[src/front_panel_defs.vh]
/*
 Constants for the front-panel request and preset logic: register offsets,
 field positions, reset values and timing counts. Assumes a 125 MHz clock.
*/
// Operation
// Knob turn gives low read strobes, 200-400ns.
// Entry bit low while entry function active.
// Knob clock fall starts 65-75ms low window.
// Knob request rises as window ends, 100us-20ms.
// Preset clears knob flag; pulse sweeping, hold otherwise.
// No entry function, knob flag stays low.
// Knob turn gives 100us low combined request.
// Key press gives 100us low combined request.
// Key press gives 100us key-down pulse; the code holds key_down_request_flag high until a preset.
// Key press sets key flag; preset clears.
// Preset lockout low unless remote.
// Buffered preset key and inverted copy.
// Preset key drives processor preset low.
// Preset key drives indicator reset low.
// Combined request merges knob and key pulses.
// Lockout suppresses the preset path.
`ifndef FRONT_PANEL_DEFS_VH
`define FRONT_PANEL_DEFS_VH

`define CLK_MHZ            125
`define STROBE_MIN_NS      200
`define STROBE_CYCLES      ((`STROBE_MIN_NS * `CLK_MHZ + 999) / 1000)
`define WINDOW_MIN_MS      65
`define WINDOW_CYCLES      (`WINDOW_MIN_MS * `CLK_MHZ * 1000)
`define REQ_PULSE_US       100
`define REQ_PULSE_CYCLES   (`REQ_PULSE_US * `CLK_MHZ)

`define ADDR_CTRL          4'h0
`define ADDR_STATE         4'h4
`define ADDR_INT_STATUS    4'h8
`define ADDR_INT_MASK      4'hC

`define CTRL_ENTRY_BIT     0
`define CTRL_SWEEP_BIT     1
`define CTRL_REMOTE_BIT    2
`define CTRL_RESET         3'h0

`define EV_KNOB_BIT        0
`define EV_KEY_BIT         1
`define EV_PRESET_BIT      2
`define EV_RESET           3'h0

// Idle pin levels: preset released, no key held, knob clock high.
`define PIN_IDLE           3'h5

`endif

[src/front_panel_request_preset_logic.v]
/*
 Front-panel request and preset logic: turns knob clock edges and key presses
 into service requests and buffers the preset key. Assumes the knob clock,
 key-down and preset key arrive asynchronously from the panel, and that
 software sets the entry, sweep and remote bits over the register port.
*/
`timescale 1ns/100ps
`include "front_panel_defs.vh"
module front_panel_request_preset_logic #(
	parameter WINDOW_CYCLES = `WINDOW_CYCLES,
	parameter REQ_CYCLES    = `REQ_PULSE_CYCLES
) (
	input  wire        clk,                       // 125 MHz clock.
	input  wire        reset_n,                   // Asynchronous reset.
	input  wire        knob_clk,                  // Rotary knob clock pin.
	input  wire        key_down,                  // Any key held, high.
	input  wire        preset_key_n,              // Preset key, low pressed.
	input  wire [3:0]  addr,                      // Register byte address.
	input  wire [31:0] wr_data,                   // Write data.
	input  wire        wr_en,                     // Write strobe.
	input  wire        rd_en,                     // Read strobe.
	output reg  [31:0] rd_data,                   // Read data, next cycle.
	output reg         knob_count_read_strobe_n,  // Count read strobe.
	output reg         knob_data_read_strobe_n,   // Data read strobe.
	output reg         entry_on_n,                // Low while entry active.
	output reg         count_window_n,            // Low during window.
	output reg         knob_request_flag,         // Knob request.
	output reg         key_down_request_flag,     // Key-down request.
	output reg         combined_request_n,        // Merged request.
	output reg         preset_lockout_bit,        // High in remote.
	output reg         preset_key_signal_n,       // Buffered preset key.
	output reg         preset_key_signal,         // Inverted copy.
	output reg         preset_to_processor_n,     // Preset to processor.
	output reg         indicator_reset_n,         // Indicator latch reset.
	output reg         irq                        // Interrupt, high.
);
	localparam WIN_W = 24;
	localparam REQ_W = 16;

	// Three stages per pin; a change counts once stages two and three agree.
	reg [2:0] s1_q;
	reg [2:0] s2_q;
	reg [2:0] s3_q;
	reg [2:0] pin_q;
	reg [2:0] pin_prev_q;

	reg [2:0] ctrl_q;
	reg [2:0] int_status_q;
	reg [2:0] int_mask_q;
	reg       knob_hold_q;
	reg       key_hold_q;
	reg       win_prev_q;

	// Write hit on one register; every writable register uses it.
	function wr_hit;
		input       we;
		input [3:0] a;
		input [3:0] target;
		begin
			wr_hit = we && (a == target);
		end
	endfunction

	// Read mux; unmapped offsets read as zero.
	function [31:0] read_word;
		input [3:0] a;
		input [2:0] ctrl;
		input [5:0] state;
		input [2:0] status;
		input [2:0] mask;
		begin
			case (a)
			`ADDR_CTRL:       read_word = {29'h0, ctrl};
			`ADDR_STATE:      read_word = {26'h0, state};
			`ADDR_INT_STATUS: read_word = {29'h0, status};
			`ADDR_INT_MASK:   read_word = {29'h0, mask};
			default:          read_word = 32'h00000000;
			endcase
		end
	endfunction

	// A synchronised pin moves only when stages two and three agree.
	function [2:0] settle;
		input [2:0] late;
		input [2:0] later;
		input [2:0] held;
		begin
			settle = (late & later) | (held & (late ^ later));
		end
	endfunction

	// Edge detectors shared by the pins and the window timer.
	function went_low;
		input prev;
		input now;
		begin
			went_low = prev & ~now;
		end
	endfunction

	function went_high;
		input prev;
		input now;
		begin
			went_high = ~prev & now;
		end
	endfunction

	wire knob_lvl    = pin_q[0];
	wire key_lvl     = pin_q[1];
	wire preset_lvl  = ~pin_q[2];
	wire knob_fall   = went_low(pin_prev_q[0], pin_q[0]);
	wire key_rise    = went_high(pin_prev_q[1], pin_q[1]);
	wire entry_on    = ctrl_q[`CTRL_ENTRY_BIT];
	wire sweeping    = ctrl_q[`CTRL_SWEEP_BIT];
	wire remote      = ctrl_q[`CTRL_REMOTE_BIT];
	wire strobe_act;
	wire win_act;
	wire knob_pulse;
	wire key_pulse;
	wire win_end     = went_low(win_prev_q, win_act);
	wire knob_event  = win_end & entry_on;
	wire preset_eff  = preset_lvl & ~remote;
	wire [2:0] events;
	wire [2:0] w1c;
	wire [5:0] state_word;

	assign events     = {preset_eff, key_rise, knob_event};
	assign w1c        = wr_hit(wr_en, addr, `ADDR_INT_STATUS) ? wr_data[2:0] : 3'h0;
	assign state_word = {preset_lvl, key_lvl, knob_lvl, win_act, key_hold_q, knob_hold_q};

	// Only stage two reads stage one, which may still be settling.
	always @(posedge clk or negedge reset_n) begin
		if (!reset_n) begin
			s1_q <= `PIN_IDLE;
			s2_q <= `PIN_IDLE;
			s3_q <= `PIN_IDLE;
		end else begin
			s1_q <= {preset_key_n, key_down, knob_clk};
			s2_q <= s1_q;
			s3_q <= s2_q;
		end
	end

	// Idle levels at reset keep the edge detectors from seeing a false edge.
	always @(posedge clk or negedge reset_n) begin
		if (!reset_n) begin
			pin_q      <= `PIN_IDLE;
			pin_prev_q <= `PIN_IDLE;
		end else begin
			pin_q      <= settle(s2_q, s3_q, pin_q);
			pin_prev_q <= pin_q;
		end
	end

	// Twenty-five clocks of 8 ns give the 200 ns minimum strobe width.
	pulse_timer #(.WIDTH(8), .COUNT(`STROBE_CYCLES)) u_strobe (
		.clk     (clk),
		.reset_n (reset_n),
		.trig    (knob_fall),
		.active  (strobe_act)
	);

	// A later step restarts the window, so a fast turn gives one request.
	pulse_timer #(.WIDTH(WIN_W), .COUNT(WINDOW_CYCLES)) u_window (
		.clk     (clk),
		.reset_n (reset_n),
		.trig    (knob_fall),
		.active  (win_act)
	);

	// One timed request per window end, only while an entry is active.
	pulse_timer #(.WIDTH(REQ_W), .COUNT(REQ_CYCLES)) u_knob_req (
		.clk     (clk),
		.reset_n (reset_n),
		.trig    (knob_event),
		.active  (knob_pulse)
	);

	// One timed request per key stroke, however long the key is held.
	pulse_timer #(.WIDTH(REQ_W), .COUNT(REQ_CYCLES)) u_key_req (
		.clk     (clk),
		.reset_n (reset_n),
		.trig    (key_rise),
		.active  (key_pulse)
	);

	// Control bits: entry active, sweeping and remote, as software last wrote them.
	always @(posedge clk or negedge reset_n) begin
		if (!reset_n) begin
			ctrl_q <= `CTRL_RESET;
		end else if (wr_hit(wr_en, addr, `ADDR_CTRL)) begin
			ctrl_q <= wr_data[2:0];
		end
	end

	// Mask bits select which sticky events drive the interrupt.
	always @(posedge clk or negedge reset_n) begin
		if (!reset_n) begin
			int_mask_q <= `EV_RESET;
		end else if (wr_hit(wr_en, addr, `ADDR_INT_MASK)) begin
			int_mask_q <= wr_data[2:0];
		end
	end

	// Sticky events. A new event wins over a clear in the same cycle, so a
	// request that lands while software acknowledges the last one is not lost.
	always @(posedge clk or negedge reset_n) begin
		if (!reset_n) begin
			int_status_q <= `EV_RESET;
		end else begin
			int_status_q <= (int_status_q & ~w1c) | events;
		end
	end

	// Read data stand for one cycle only and are zero otherwise, so a bus that
	// ORs several slaves together needs no extra gating here.
	always @(posedge clk or negedge reset_n) begin
		if (!reset_n) begin
			rd_data <= 32'h00000000;
		end else if (rd_en) begin
			rd_data <= read_word(addr, ctrl_q, state_word, int_status_q, int_mask_q);
		end else begin
			rd_data <= 32'h00000000;
		end
	end

	// The falling window marks the end of a burst of knob steps.
	always @(posedge clk or negedge reset_n) begin
		if (!reset_n) begin
			win_prev_q <= 1'b0;
		end else begin
			win_prev_q <= win_act;
		end
	end

	// Holding only outside a sweep lets a sweep see a clean pulse per turn.
	always @(posedge clk or negedge reset_n) begin
		if (!reset_n) begin
			knob_hold_q <= 1'b0;
		end else if (knob_event && !sweeping) begin
			knob_hold_q <= 1'b1;
		end else if (preset_eff) begin
			knob_hold_q <= 1'b0;
		end
	end

	always @(posedge clk or negedge reset_n) begin
		if (!reset_n) begin
			key_hold_q <= 1'b0;
		end else if (key_rise) begin
			key_hold_q <= 1'b1;
		end else if (preset_eff) begin
			key_hold_q <= 1'b0;
		end
	end

	// Both read strobes share one timer; they open the count and data
	// buffers together for every knob step.
	always @(posedge clk or negedge reset_n) begin
		if (!reset_n) begin
			knob_count_read_strobe_n <= 1'b1;
			knob_data_read_strobe_n  <= 1'b1;
		end else begin
			knob_count_read_strobe_n <= ~strobe_act;
			knob_data_read_strobe_n  <= ~strobe_act;
		end
	end

	// Mirrors of the entry and remote control bits toward the panel.
	always @(posedge clk or negedge reset_n) begin
		if (!reset_n) begin
			entry_on_n         <= 1'b1;
			preset_lockout_bit <= 1'b0;
		end else begin
			entry_on_n         <= ~entry_on;
			preset_lockout_bit <= remote;
		end
	end

	// The window output is stretched by one cycle, so that it returns high on
	// the very edge at which the knob request rises.
	always @(posedge clk or negedge reset_n) begin
		if (!reset_n) begin
			count_window_n <= 1'b1;
		end else begin
			count_window_n <= ~(win_act | win_prev_q);
		end
	end

	// The knob flag follows the timed pulse and, outside a sweep, the hold.
	always @(posedge clk or negedge reset_n) begin
		if (!reset_n) begin
			knob_request_flag <= 1'b0;
		end else begin
			knob_request_flag <= knob_pulse | knob_hold_q;
		end
	end

	// The key flag rises with the stroke and stays until a preset.
	always @(posedge clk or negedge reset_n) begin
		if (!reset_n) begin
			key_down_request_flag <= 1'b0;
		end else begin
			key_down_request_flag <= key_pulse | key_hold_q;
		end
	end

	// The merged request carries only the timed pulses, never the holds, so
	// the processor sees one low pulse per key stroke and per knob window end while an entry is active.
	always @(posedge clk or negedge reset_n) begin
		if (!reset_n) begin
			combined_request_n <= 1'b1;
		end else begin
			combined_request_n <= ~(knob_pulse | key_pulse);
		end
	end

	// The raw copies follow the key even in remote so that software can still
	// see it; only the paths that act on the instrument are locked out.
	always @(posedge clk or negedge reset_n) begin
		if (!reset_n) begin
			preset_key_signal_n <= 1'b1;
			preset_key_signal   <= 1'b0;
		end else begin
			preset_key_signal_n <= ~preset_lvl;
			preset_key_signal   <= preset_lvl;
		end
	end

	// Gated preset paths toward the processor and the indicator latches.
	always @(posedge clk or negedge reset_n) begin
		if (!reset_n) begin
			preset_to_processor_n <= 1'b1;
			indicator_reset_n     <= 1'b1;
		end else begin
			preset_to_processor_n <= ~preset_eff;
			indicator_reset_n     <= ~preset_eff;
		end
	end

	// The interrupt is a level, one cycle behind the status and mask registers.
	always @(posedge clk or negedge reset_n) begin
		if (!reset_n) begin
			irq <= 1'b0;
		end else begin
			irq <= |(int_status_q & int_mask_q);
		end
	end
endmodule

[src/pulse_timer.v]
/*
 Retriggerable one-shot: active for COUNT clocks after the last trigger.
 Assumes trig is synchronous to clk.
*/
`timescale 1ns/100ps
module pulse_timer #(
	parameter WIDTH = 24,
	parameter COUNT = 25
) (
	input  wire clk,      // System clock.
	input  wire reset_n,  // Asynchronous reset, active low.
	input  wire trig,     // Start or restart the pulse.
	output reg  active    // High for COUNT clocks.
);
	localparam integer     LAST_I = COUNT - 1;
	localparam [WIDTH-1:0] LAST   = LAST_I[WIDTH-1:0];
	reg [WIDTH-1:0] cnt_q;

	always @(posedge clk or negedge reset_n) begin
		if (!reset_n) begin
			cnt_q  <= {WIDTH{1'b0}};
			active <= 1'b0;
		end else if (trig) begin
			cnt_q  <= LAST;
			active <= 1'b1;
		end else if (cnt_q != {WIDTH{1'b0}}) begin
			cnt_q <= cnt_q - 1'b1;
		end else begin
			active <= 1'b0;
		end
	end
endmodule

[config.mk]
export PLATFORM = sky130hd
export DESIGN_NAME = front_panel_request_preset_logic
export DESIGN_NICKNAME = d
export VERILOG_FILES = /design/src/front_panel_request_preset_logic.v /design/src/pulse_timer.v
export VERILOG_INCLUDE_DIRS = /design/src /design/src/src
export SDC_FILE = /design/constraint.sdc
export NUM_CORES = 1
export LEC_CHECK = 0
export BUFFER_PORTS_ARGS = -buffer_cell sky130_fd_sc_hd__buf_4
export CAP_MARGIN = 10
export CORE_MARGIN = 2
export CORE_UTILIZATION = 40
export DETAILED_ROUTE_END_ITERATION = 7
export HOLD_SLACK_MARGIN = 0.08
export PLACE_DENSITY_LB_ADDON = 0.1
export SYNTH_ARGS = -nofsm -noshare
export SYNTH_HDL_FRONTEND = slang
export SYNTH_SLANG_ARGS = --single-unit
[constraint.sdc]
create_clock -name clk -period 2.7 [get_ports clk]
set_input_delay 0.135 -clock clk [delete_from_list [all_inputs] [get_ports clk]]
set_output_delay 0.135 -clock clk [all_outputs]
set_load 0.01 [all_outputs]
==> key figures, run 1 <==
Routing
  – Detailed-route via count: 4120
  – Post-Route WL: roughly 11 mm
  – Router iterations before antenna repair: 4
  – Residual DRC: 0
  – Initial drt markers: 258
  – Via/cell ratio: 5.33
  – DR WL/cell: around 15 µm
  – Post-DRT Antenna Nets: 0

Global routing
  – Total gr overflow: 0
  – Initial antenna violation count: 0
  – Gr usage total: 0.163
  – Vias in the first global route: 3957
  – Largest net degree at the start of global routing: 49
  – First-pass GRT wire length: 19.3 mm

CTS
  – Sink Count: 111
  – Cts bufs inserted: 9
  – H-tree depth: 3
  – # hold bufs at CTS: 7
  – Post-CTS Resized: 0
  – Post-CTS Setup Inserts: 0
  – Clk_lat worst skew: roughly 0.36 ns
  – Root Driver: clkbuf_16
  – Clock slew at reported path FFs: 0.07 ns
  – CTS tree: yes
  – Clock Path Buffers: 2

Synthesis
  – Largest cells by area after synthesis: dfrtp_1, dfstp_2, buf_4, nand2_1, nor2_1
  – Yosys warning total: 0
  – Synth cell count leaders: dfrtp_1, nand2_1, nor2_1, buf_4
  – Asr flop ratio synth: 1.00
  – Sequential fraction of the synthesis area: 0.501
  – Number of synthesized flops with an enable pin: 0
  – Post-Synthesis Cells: 550
  – Netlist cell types: 67
  – Number of synthesized register bits: 111
  – Ys flop type: dfrtp_1
  – Synth Area per Inst: 10.1 µm²
  – Mapped cell area: 5580 µm²
  – Most instantiated library cell after synthesis: dfrtp_1
  – Synth area leader: dfrtp_1
  – Post-synth top area share: 0.431

Timing
  – Clock period minus worst slack: 2.31 ns
  – Final Hold Fails: 0
  – Final setup vio count: 0
  – Slew Limit Fails: 0
  – Aggregate negative setup slack: 0 ns
  – Fmax: approximately 0.43 GHz
  – Unrepaired setup endpoints after global routing: no
  – Max transition margin: 0.475
  – Fin crit share: 0.856
  – Clock Skew: between 0.006 and 0.007 ns
  – Worst-Margin Slew: 0.784 ns

Finish
  – Area Growth Syn to Fin: 13.0%
  – Share of layout cells above drive strength 1: 0.160
  – Area occupied by multi-input gates: 2500 µm²
  – Register area: 2800 µm²
  – Antenna cell count: 0
  – Fin nets: 642
  – FILL cells: roughly 1300
  – Post-route cell area: 6300 µm²

Power and ir drop
  – Power after layout: 4.85 mW
  – Power per cell area: 770 nW/µm²
  – Lkg Pwr: ~2.7 nW
  – Max VDD drop: approximately 450 µV

Placed design
  – Detailed placement HPWL: ~7.7 mm
  – IO Port Bufs: 32
  – Routability cong.: 0.774
  – Placed Area: a little under 6000 µm²

Die
  – Die H: 122 µm
  – DIE WIDTH: 122 µm
  – Cell Rows: 43
  – Initial Utilization: 0.405
  – Core box area: roughly 14000 µm²
  – Area of the die: ~15000 µm²
  – Number of I/O pins: 88

Job
  – Max-Cap Viols: 0

Setup path
  – WP data arrival: 2.58 ns
  – CP Class: reg2reg
  – Crit Path Max Fanout: 10
  – Worst EP required: between 2 and 3 ns
  – CP startpoint kind: flip-flop
  – Critical Path Sink Type: flip-flop

Outcome
  – Status: finished, final reports clean

Hold path
  – Hold crit path type: in2reg
-- power breakdown --
part | internal [mW] | switching [mW]
clock | 0.730 | 0.633
combinational | 0.500 | 0.610
sequential | 2.00 | 0.379
-- layout make-up --
class | instances | share of cell area
clock buffer | 9 | 0.0357
tap | 180 | 0.0357
clock inverter | 7 | 0.0127
sequential | 111 | 0.444
timing repair buffer | 48 | 0.0620
inverter | 22 | 0.0131
multi-input combinational | 396 | 0.397
-- worst max-delay path: stages (launching register included) --
cell and delay, ns:
dfrtp_1 0.40, inv_1 0.13, ha_1 0.23, nor4b_1 0.50, nand4_1 0.46, and4_1 0.37
o21ai_0 0.13
-- sequential cells by signal, summed over array words and instances (netlist names), 2 cells and up --
register,cells
u_window.cnt_q,24
pin_q,3
s3_q,3
u_knob_req.cnt_q,16
pin_prev_q,2
ctrl_q,3
int_mask_q,3
int_status_q,3
u_strobe.cnt_q,8
s1_q,3
rd_data,6
u_key_req.cnt_q,16
s2_q,3
-- per-stage QoR --
step                      cells  hold WS, ns   util  worst slack, ns
after floorplan             575       -0.161      -            0.693
after global placement      750        0.207  0.430            0.492
after detailed placement    750        0.203  0.430            0.386
after CTS                   773       0.0844  0.457            0.371
after global routing        773       0.0990  0.457           0.0602
final                       773       0.0867  0.457            0.389
-- metal layers --
layer / vias up / global-route usage / wire length, µm
met1: 2025 / 0.220 / 5430
met4: 0 / 0.0603 / 183
met5: - / 0 / 0
li1: 2025 / - / -
met2: 57 / 0.257 / 5240
met3: 13 / 0.0379 / 375
-- worst paths after layout --
| kind | slack [ns] | to | cells after the start | start |
|---|---|---|---|---|
| setup / recovery | 0.39 | u_knob_req.cnt_q[6] | 6 | u_knob_req.cnt_q[0] |
| hold / removal | 0.09 | int_mask_q[0] | 3 | wr_data[0] |
| setup reg to reg | 0.39 | u_knob_req.cnt_q[6] | 6 | u_knob_req.cnt_q[0] |
| hold reg to reg | 0.36 | s2_q[0] | 0 | s1_q[0] |
| max in group asynchronous | 1.58 | indicator_reset_n | 3 | reset_n |
| min in group asynchronous | 0.33 | u_knob_req.cnt_q[11] | 2 | reset_n |
-- logic make-up (layout without fill, tap and decap cells) --
family / count (synthesis) / after routing / share of synthesized area
other: 1 / 26 / 0.000672
multiplexers: 16 / 16 / 0.0354
XOR/XNOR: 4 / 4 / 0.00628
AO/OA/AOI/OAI: 111 / 111 / 0.133
adder cells (fa/ha/maj): 11 / 11 / 0.0247
flip-flops: 111 / 111 / 0.501
AND/OR/NAND/NOR: 228 / 228 / 0.232
buffers and inverters: 68 / 86 / 0.0671
-- placed cells by master, fill, tap and decap left out, types with 11 or more instances in the layout --
master   instances
o21ai_0         24
or3_1           12
nand2_1         45
mux2i_1         13
nor2_1          43
ha_1            11
or4_1           13
a21oi_1         24
conb_1          26
dfrtp_1         96
buf_4           40
nand3_1         11
nor3_1          16
o31ai_1         14
nand4_1         11
inv_1           22
nor4_1          13
dfstp_2         15
Note: power is estimated with default switching activity, not from simulation.
==> run 2, diff against run 1 <==
--- a/config.mk
+++ b/config.mk
@@ -6,9 +6,9 @@
 export SDC_FILE = /design/constraint.sdc
 export NUM_CORES = 1
 export LEC_CHECK = 0
+export ABC_AREA = 1
 export BUFFER_PORTS_ARGS = -buffer_cell sky130_fd_sc_hd__buf_4
 export CAP_MARGIN = 10
-export CORE_MARGIN = 2
 export CORE_UTILIZATION = 40
 export DETAILED_ROUTE_END_ITERATION = 7
 export HOLD_SLACK_MARGIN = 0.08
==> key figures, run 2 <==
Finish
  – Area Growth Syn to Fin: 12.5% (was 13.0%)
  – Commonest non-fill, non-tap cell in the layout: nand2_1 (was dfrtp_1)
  – Finished Layout Cells: 970 (was 773)
  – Most frequent cells in the layout: nand2_1, nor2_1, dfrtp_1 (was dfrtp_1, nand2_1, nor2_1)
  – Fin nets: 835 (was 642)
  – Share of layout cells above drive strength 1: 0.158 (was 0.160)
  – Biggest regs: u_window.cnt_q x24, u_key_req.cnt_q x16, u_knob_req.cnt_q x16 (unchanged)
  – Fin util: 0.458 (was 0.457)
  – Antenna cell count: 0 (unchanged)
  – Max FFs per register: 24 (unchanged)
  – Largest Register: u_window.cnt_q (unchanged)
  – FILL cells: 1433 (was 1333)

Timing
  – Worst-Margin Slew: 0.615 ns (was 0.784 ns)
  – Max transition margin: 0.590 (was 0.475)
  – Aggregate negative setup slack: 0 ns (unchanged)
  – Fin crit share: 0.599 (was 0.856)
  – Final setup vio count: 0 (unchanged)
  – Unrepaired setup endpoints after global routing: no (unchanged)
  – WHS: 0.101 ns (was 0.0867 ns)
  – Clock Skew: 0.00883 ns (was 0.00618 ns)
  – Final Hold Fails: 0 (unchanged)
  – Fmax: 0.619 GHz (was 0.433 GHz)
  – Clock period minus worst slack: 1.62 ns (was 2.31 ns)
  – Slew Limit Fails: 0 (unchanged)

Die
  – Initial Utilization: 0.408 (was 0.405)
  – Number of I/O pins: 88 (unchanged)
  – DIE WIDTH: 123 µm (was 122 µm)
  – Cell Rows: 44 (was 43)
  – Die H: 123 µm (was 122 µm)
  – Core box area: 14500 µm² (was 13800 µm²)
  – Area of the die: 15200 µm² (was 14900 µm²)

Synthesis
  – Synth area leader: dfrtp_1 (unchanged)
  – Synth cell count leaders: nand2_1, nor2_1, dfrtp_1, inv_1, nand3_1 (was dfrtp_1, nand2_1, nor2_1, buf_4)
  – Post-Synth XOR/XNOR Area: 0.0134 (was 0.00628)
  – Mux contribution to synthesized area: 0 (was 0.0354)
  – Netlist cell types: 38 (was 67)
  – Mapped cell area: 5900 µm² (was 5580 µm²)
  – Number of synthesized flops with an enable pin: 0 (unchanged)
  – Largest cells by area after synthesis: dfrtp_1, nand2_1, nor2_1, dfstp_2, nand3_1 (was dfrtp_1, dfstp_2, buf_4, nand2_1, nor2_1)
  – Yosys warning total: 0 (unchanged)
  – Post-synth top area share: 0.407 (was 0.431)
  – Largest family of logic cells by synthesized area: simple AND/OR/NAND/NOR gates (unchanged)
  – Synth Area in Compound Gates: 0.0649 (was 0.133)
  – Sequential fraction of the synthesis area: 0.474 (was 0.501)
  – Synth Area in Simple Gates: 0.322 (was 0.232)
  – Most instantiated library cell after synthesis: nand2_1 (was dfrtp_1)
  – Ys flop type: dfrtp_1 (unchanged)
  – Number of synthesized register bits: 111 (unchanged)
  – Post-Synthesis Cells: 737 (was 550)
  – Synth Area per Inst: 8.01 µm² (was 10.1 µm²)
  – Asr flop ratio synth: 1.00 (unchanged)
  – Post-synthesis adder-cell area fraction: 0.0233 (was 0.0247)

CTS
  – Clock slew at reported path FFs: 0.07 ns (about the same)
  – Cts bufs inserted: 9 (unchanged)
  – Post-CTS Setup Inserts: 0 (unchanged)
  – Post-CTS Resized: 0 (unchanged)
  – Clock Path Buffers: 2 (unchanged)
  – Clk_lat worst skew: 0.36 ns (about the same)
  – H-tree depth: 3 (unchanged)
  – CTS tree: yes (unchanged)
  – Sink Count: 111 (unchanged)
  – Root Driver: clkbuf_16 (unchanged)

Setup path
  – CP startpoint kind: flip-flop (unchanged)
  – Worst-case reg-to-reg path depth: 7 (was 6)
  – Critical Path Sink Type: flip-flop (unchanged)
  – WP data arrival: 1.86 ns (was 2.58 ns)
  – Crit Path Max Fanout: 6 (was 10)
  – Reg2reg setup slack: 1.08 ns (was 0.39 ns)
  – Worst EP required: 2.94 ns (was 2.97 ns)
  – Reg-to-reg endpoint: u_window.cnt_q[21] (was u_knob_req.cnt_q[6])
  – CP Class: reg2reg (unchanged)
  – Worst r2r src: u_window.cnt_q[0] (was u_knob_req.cnt_q[0])

Global routing
  – Initial antenna violation count: 0 (unchanged)
  – Gr usage total: 0.176 (was 0.163)
  – Vias in the first global route: 4228 (was 3957)
  – Total gr overflow: 0 (unchanged)
  – Largest net degree at the start of global routing: 49 (unchanged)
  – First-pass GRT wire length: 20.6 mm (was 19.3 mm)

Power and ir drop
  – Part of the power in registers: 0.445 (was 0.491)
  – Combinational share of power: 0.284 (was 0.229)
  – Lkg Pwr: 3.22 nW (was 2.67 nW)
  – Clock power frac: 0.271 (was 0.281)
  – Max VDD drop: 344 µV (was 448 µV)
  – Net switching fraction of the power: 0.355 (was 0.334)
  – Power per cell area: 785 nW/µm² (was 770 nW/µm²)
  – Int Power: 3.36 mW (was 3.23 mW)
  – Psw: 1.85 mW (was 1.62 mW)

Routing
  – Initial drt markers: 235 (was 258)
  – Top Metal Used: met4 (unchanged)
  – Post-Route WL: 12.1 mm (was 11.2 mm)
  – Via/cell ratio: 4.79 (was 5.33)
  – Residual DRC: 0 (unchanged)
  – Metal2 WL: 5.35 mm (was 5.24 mm)
  – Router iterations before antenna repair: 5 (was 4)
  – DR WL/cell: 12.5 µm (was 14.5 µm)
  – WL met1: 6.05 mm (was 5.43 mm)
  – Detailed-route via count: 4647 (was 4120)
  – Routed wl met3: 514 µm (was 375 µm)
  – Post-DRT Antenna Nets: 0 (unchanged)

Placed design
  – Inst Count DP: 949 (was 750)
  – Detailed placement HPWL: 8.93 mm (was 7.66 mm)
  – IO Port Bufs: 32 (unchanged)
  – Routability cong.: 0.897 (was 0.774)

Hold path
  – Hold path depth: 3 (unchanged)
  – Worst Hold Launch: wr_data[1] (was wr_data[0])
  – Hold crit path type: in2reg (unchanged)
  – Min-Delay Endpoint: ctrl_q[1] (was int_mask_q[0])

Outcome
  – Status: finished, final reports clean (unchanged)

Job
  – Max-Cap Viols: 0 (unchanged)
[run 2: cell types whose count changed in the layout (fill, tap and decap cells not counted), moves of 18 or more]
cell	before	now
nor2_2	0	18
nand2_1	45	137
inv_1	22	89
nor2_1	43	121
nand3_1	11	75
[run 2: critical path: stages (launching register included)]
cell and delay (ns):
dfrtp_1 0.39, inv_1 0.18, ha_1 0.22, nand3_1 0.13, nor2_2 0.19, nand4_2 0.20
nand3b_1 0.14, nand2_1 0.05
[run 2: what timing repair did]
item / CTS / global route
hold buffers: 5 / 0
setup endpoints to repair: 0 / 0
hold endpoints to repair: 43 / 0
[run 2: metal layers]
metal / vias up / track usage
met5: - / 0
met1: 2168 / 0.251
li1: 2373 / -
met4: 0 / 0.0715
met2: 90 / 0.264
met3: 16 / 0.0309
[run 2: per-stage QoR]
step	setup WS, ns	total power, mW	area (µm²)
6_report	1.08	5.21	6640
4_1_cts	1.09	5.27	6640
2_1_floorplan	1.33	3.44	5990
3_3_place_gp	1.12	3.79	6270
5_1_grt	0.929	5.60	6640
3_5_place_dp	1.10	3.82	6270
[run 2: worst max-delay path by stage]
stage / slack (ns) / cells past startpoint / startpoint / endpoint
CTS: 1.09 / 7 / u_window.cnt_q[0] / u_window.cnt_q[21]
floorplan: 1.33 / 8 / u_window.cnt_q[0] / u_window.cnt_q[14]
finish: 1.08 / 7 / u_window.cnt_q[0] / u_window.cnt_q[21]
global placement: 1.12 / 7 / u_window.cnt_q[0] / u_window.cnt_q[21]
detailed placement: 1.10 / 7 / u_knob_req.cnt_q[0] / u_knob_req.cnt_q[6]
global route: 0.93 / 7 / u_knob_req.cnt_q[0] / u_knob_req.cnt_q[6]
[run 2: layout make-up]
cell class                      instances  area, µm²  area share
Clock buffer                           11        253      0.0381
Clock inverter                          5       63.8     0.00962
Inverter                               96        362      0.0545
Multi-Input combinational cell        522       2600       0.392
Sequential cell                       111       2800       0.421
Tap cell                              184        230      0.0347
Timing Repair Buffer                   41        333      0.0502
[run 2: power groups by stage]
stage	Sequential [mW]	Clock (mW)	Combinational [mW]
2_1_floorplan	2.30	0	1.14
3_3_place_gp	2.34	0	1.45
3_5_place_dp	2.35	0	1.48
4_1_cts	2.32	1.46	1.49
5_1_grt	2.37	1.52	1.71
6_report	2.32	1.41	1.48
[run 2: cells by family (layout without fill, tap and decap cells)]
kind of cell,count (synthesis),count (layout)
DFF,111,111
buffers and inverters,129,153
xor gates and xnor gates,9,9
other,1,26
and+or+nand+nor,405,405
adders and majority gates,11,11
AOI/OAI and AO/OA,71,71
==> run 3, diff against run 2 <==
==> constraint.sdc (replaced) <==
create_clock -name clk -period 1.7 [get_ports clk]
set_input_delay 0.085 -clock clk [delete_from_list [all_inputs] [get_ports clk]]
set_output_delay 0.085 -clock clk [all_outputs]
set_load 0.01 [all_outputs]
==> key figures, run 3 (synthesis gave the netlist of run 2 again) <==
Outcome
  – Status: finished, final reports clean (unchanged)

Setup path
  – Worst-case reg-to-reg path depth: 8 (was 7)
  – Family with the most delay on the worst path: simple AND/OR/NAND/NOR gates (unchanged)
  – Crit Path Max Fanout: 8 (was 6)
  – CP startpoint: u_key_req.cnt_q[0] (was u_window.cnt_q[0])
  – Reg2reg setup slack: 0.15 ns (was 1.08 ns)
  – Crit path cell chain: inv_1 -> ha_1 -> nand2_1 -> nor2_1 -> nand2_2 -> nor2_4 -> buf_4 -> nor2_1 (was inv_1 -> ha_1 -> nand3_1 -> nor2_2 -> nand4_2 -> nand3b_1 -> nand2_1)
  – CP max stage cell: dfrtp_1 (unchanged)
  – Critical Path Sink Type: flip-flop (unchanged)
  – Max stage delay on crit path: 0.39 ns (about the same)
  – Worst r2r src: u_key_req.cnt_q[0] (was u_window.cnt_q[0])
  – Worst EP required: 1.95 ns (was 2.94 ns)
  – Buffers and inverters on the worst path: 2 (was 1)
  – CP startpoint kind: flip-flop (unchanged)
  – WP data arrival: 1.80 ns (was 1.86 ns)
  – CP Class: reg2reg (unchanged)
  – Reg-to-reg endpoint: u_key_req.cnt_q[11] (was u_window.cnt_q[21])
  – CP most frequent cell: nor2_1

Finish
  – Commonest non-fill, non-tap cell in the layout: nand2_1 (unchanged)
  – Fin nets: 849 (was 835)
  – Post-route cell area: 6770 µm² (was 6640 µm²)
  – Antenna cell count: 0 (unchanged)
  – Finished Layout Cells: 984 (was 970)
  – Most frequent cells in the layout: nand2_1, nor2_1, dfrtp_1 (unchanged)
  – Max FFs per register: 24 (unchanged)
  – Largest Register: u_window.cnt_q (unchanged)
  – Share of layout cells above drive strength 1: 0.169 (was 0.158)
  – Area Growth Syn to Fin: 14.7% (was 12.5%)
  – Biggest regs: u_window.cnt_q x24, u_key_req.cnt_q x16, u_knob_req.cnt_q x16 (unchanged)
  – FILL cells: 1450 (was 1433)
  – Fin util: 0.467 (was 0.458)

Placed design
  – Detailed placement HPWL: 9.14 mm (was 8.93 mm)
  – IO Port Bufs: 32 (unchanged)
  – Routability cong.: 0.888 (was 0.897)
  – Placed Area: 6340 µm² (was 6270 µm²)
  – DP Worst Slack: 0.163 ns (was 1.10 ns)
  – Inst Count DP: 955 (was 949)

Routing
  – Initial drt markers: 229 (was 235)
  – Post-Route WL: 12.5 mm (was 12.1 mm)
  – Via/cell ratio: 4.77 (was 4.79)
  – Detailed-route via count: 4695 (was 4647)
  – Post-DRT Antenna Nets: 0 (unchanged)
  – Residual DRC: 0 (unchanged)
  – DR WL/cell: 12.7 µm (was 12.5 µm)
  – Router iterations before antenna repair: 7 (was 5)

Timing
  – Clock Skew: 0.00799 ns (was 0.00883 ns)
  – Unrepaired setup endpoints after global routing: no (unchanged)
  – Final setup vio count: 0 (unchanged)
  – Max transition margin: 0.595 (was 0.590)
  – Fin crit share: 0.911 (was 0.599)
  – Fmax: 0.646 GHz (was 0.619 GHz)
  – Setup ws final: 0.152 ns (was 1.08 ns)
  – Clock period minus worst slack: 1.55 ns (was 1.62 ns)
  – WHS: 0.0932 ns (was 0.101 ns)
  – Aggregate negative setup slack: 0 ns (unchanged)
  – Worst-Margin Slew: 0.606 ns (was 0.615 ns)
  – Final Hold Fails: 0 (unchanged)
  – Slew Limit Fails: 0 (unchanged)

CTS
  – Cts bufs inserted: 9 (unchanged)
  – Clock Path Buffers: 2 (unchanged)
  – Sink Count: 111 (unchanged)
  – Clk_lat worst skew: 0.36 ns (about the same)
  – Clock slew at reported path FFs: 0.08 ns (was 0.07 ns)
  – CTS tree: yes (unchanged)
  – H-tree depth: 3 (unchanged)
  – Root Driver: clkbuf_16 (unchanged)

Die
  – Die H: 123 µm (unchanged)
  – DIE WIDTH: 123 µm (unchanged)
  – Number of I/O pins: 88 (unchanged)
  – Initial Utilization: 0.408 (unchanged)
  – Core box area: 14500 µm² (unchanged)
  – Area of the die: 15200 µm² (unchanged)
  – Cell Rows: 44 (unchanged)

Job
  – Max-Cap Viols: 0 (unchanged)

Global routing
  – Largest net degree at the start of global routing: 34 (was 49)
  – Vias in the first global route: 4383 (was 4228)
  – Total gr overflow: 0 (unchanged)
  – Initial antenna violation count: 0 (unchanged)
  – Gr usage total: 0.180 (was 0.176)
  – First-pass GRT wire length: 21.2 mm (was 20.6 mm)

Hold path
  – Hold path depth: 3 (unchanged)
  – Hold crit path type: in2reg (unchanged)
  – Worst Hold Launch: addr[2] (was wr_data[1])
  – Min-Delay Endpoint: rd_data[3] (was ctrl_q[1])

Power and ir drop
  – Power after layout: 8.32 mW (was 5.21 mW)
  – Max VDD drop: 652 µV (was 344 µV)
  – Power per cell area: 1230 nW/µm² (was 785 nW/µm²)
  – Lkg Pwr: 3.29 nW (was 3.22 nW)
run 3: cell count changes in the layout (fill, tap and decap cells not counted):
cell	previous run	this run
buf_4	35	44
dlygate4sd3_1	5	8
buf_12	1	3
clkbuf_8	2	0
inv_6	1	3
clkbuf_1	0	1
clkinv_2	2	1
clkinv_4	1	0
inv_8	1	2
nor2_1	121	120
nor2_2	18	19
run 3: area by class of cell:
| cell class | count | area (µm²) | share of cell area |
|---|---|---|---|
| Inverter | 96 | 362 | 0.0534 |
| Tap cell | 184 | 230 | 0.0340 |
| Clock buffer | 10 | 229 | 0.0338 |
| Multi-Input combinational cell | 522 | 2600 | 0.384 |
| Sequential cell | 111 | 2800 | 0.413 |
| Timing Repair Buffer | 55 | 470 | 0.0695 |
| Clock inverter | 6 | 78.8 | 0.0116 |
run 3: timing repair:
action,in CTS,in global routing
endpoints found under the setup margin,0,2
resized for setup,0,1
hold buffers,8,0
setup buffers,0,5
hold endpoints to repair,93,0
run 3: report_power, final:
part | internal [mW] | total (mW) | leakage [nW] | switching, mW
registers | 3.23 | 3.69 | 1.28 | 0.462
logic | 0.904 | 2.40 | 1.86 | 1.50
clock network | 1.18 | 2.23 | 0.152 | 1.05
run 3: how the worst max path moves through the flow:
stage	end	cells after the start
after floorplan	u_window.cnt_q[14]	8
after global placement	u_strobe.cnt_q[0]	5
after detailed placement	u_strobe.cnt_q[0]	5
after CTS	u_strobe.cnt_q[0]	5
after global routing	u_knob_req.cnt_q[11]	7
final	u_key_req.cnt_q[11]	8
run 3: layer usage:
metal  up-vias  track usage  routed length (µm)
li1       2398            -                   -
met1      2185        0.242                5990
met2       100        0.279                5670
met3        12       0.0544                 629
met4         0       0.0542                 164
met5         -            0                   0
run 3: tightest hold or removal path, cell delays in order:
cell	delay, ns
buf_4	0.12
nand4_1	0.16
nor2_1	0.05
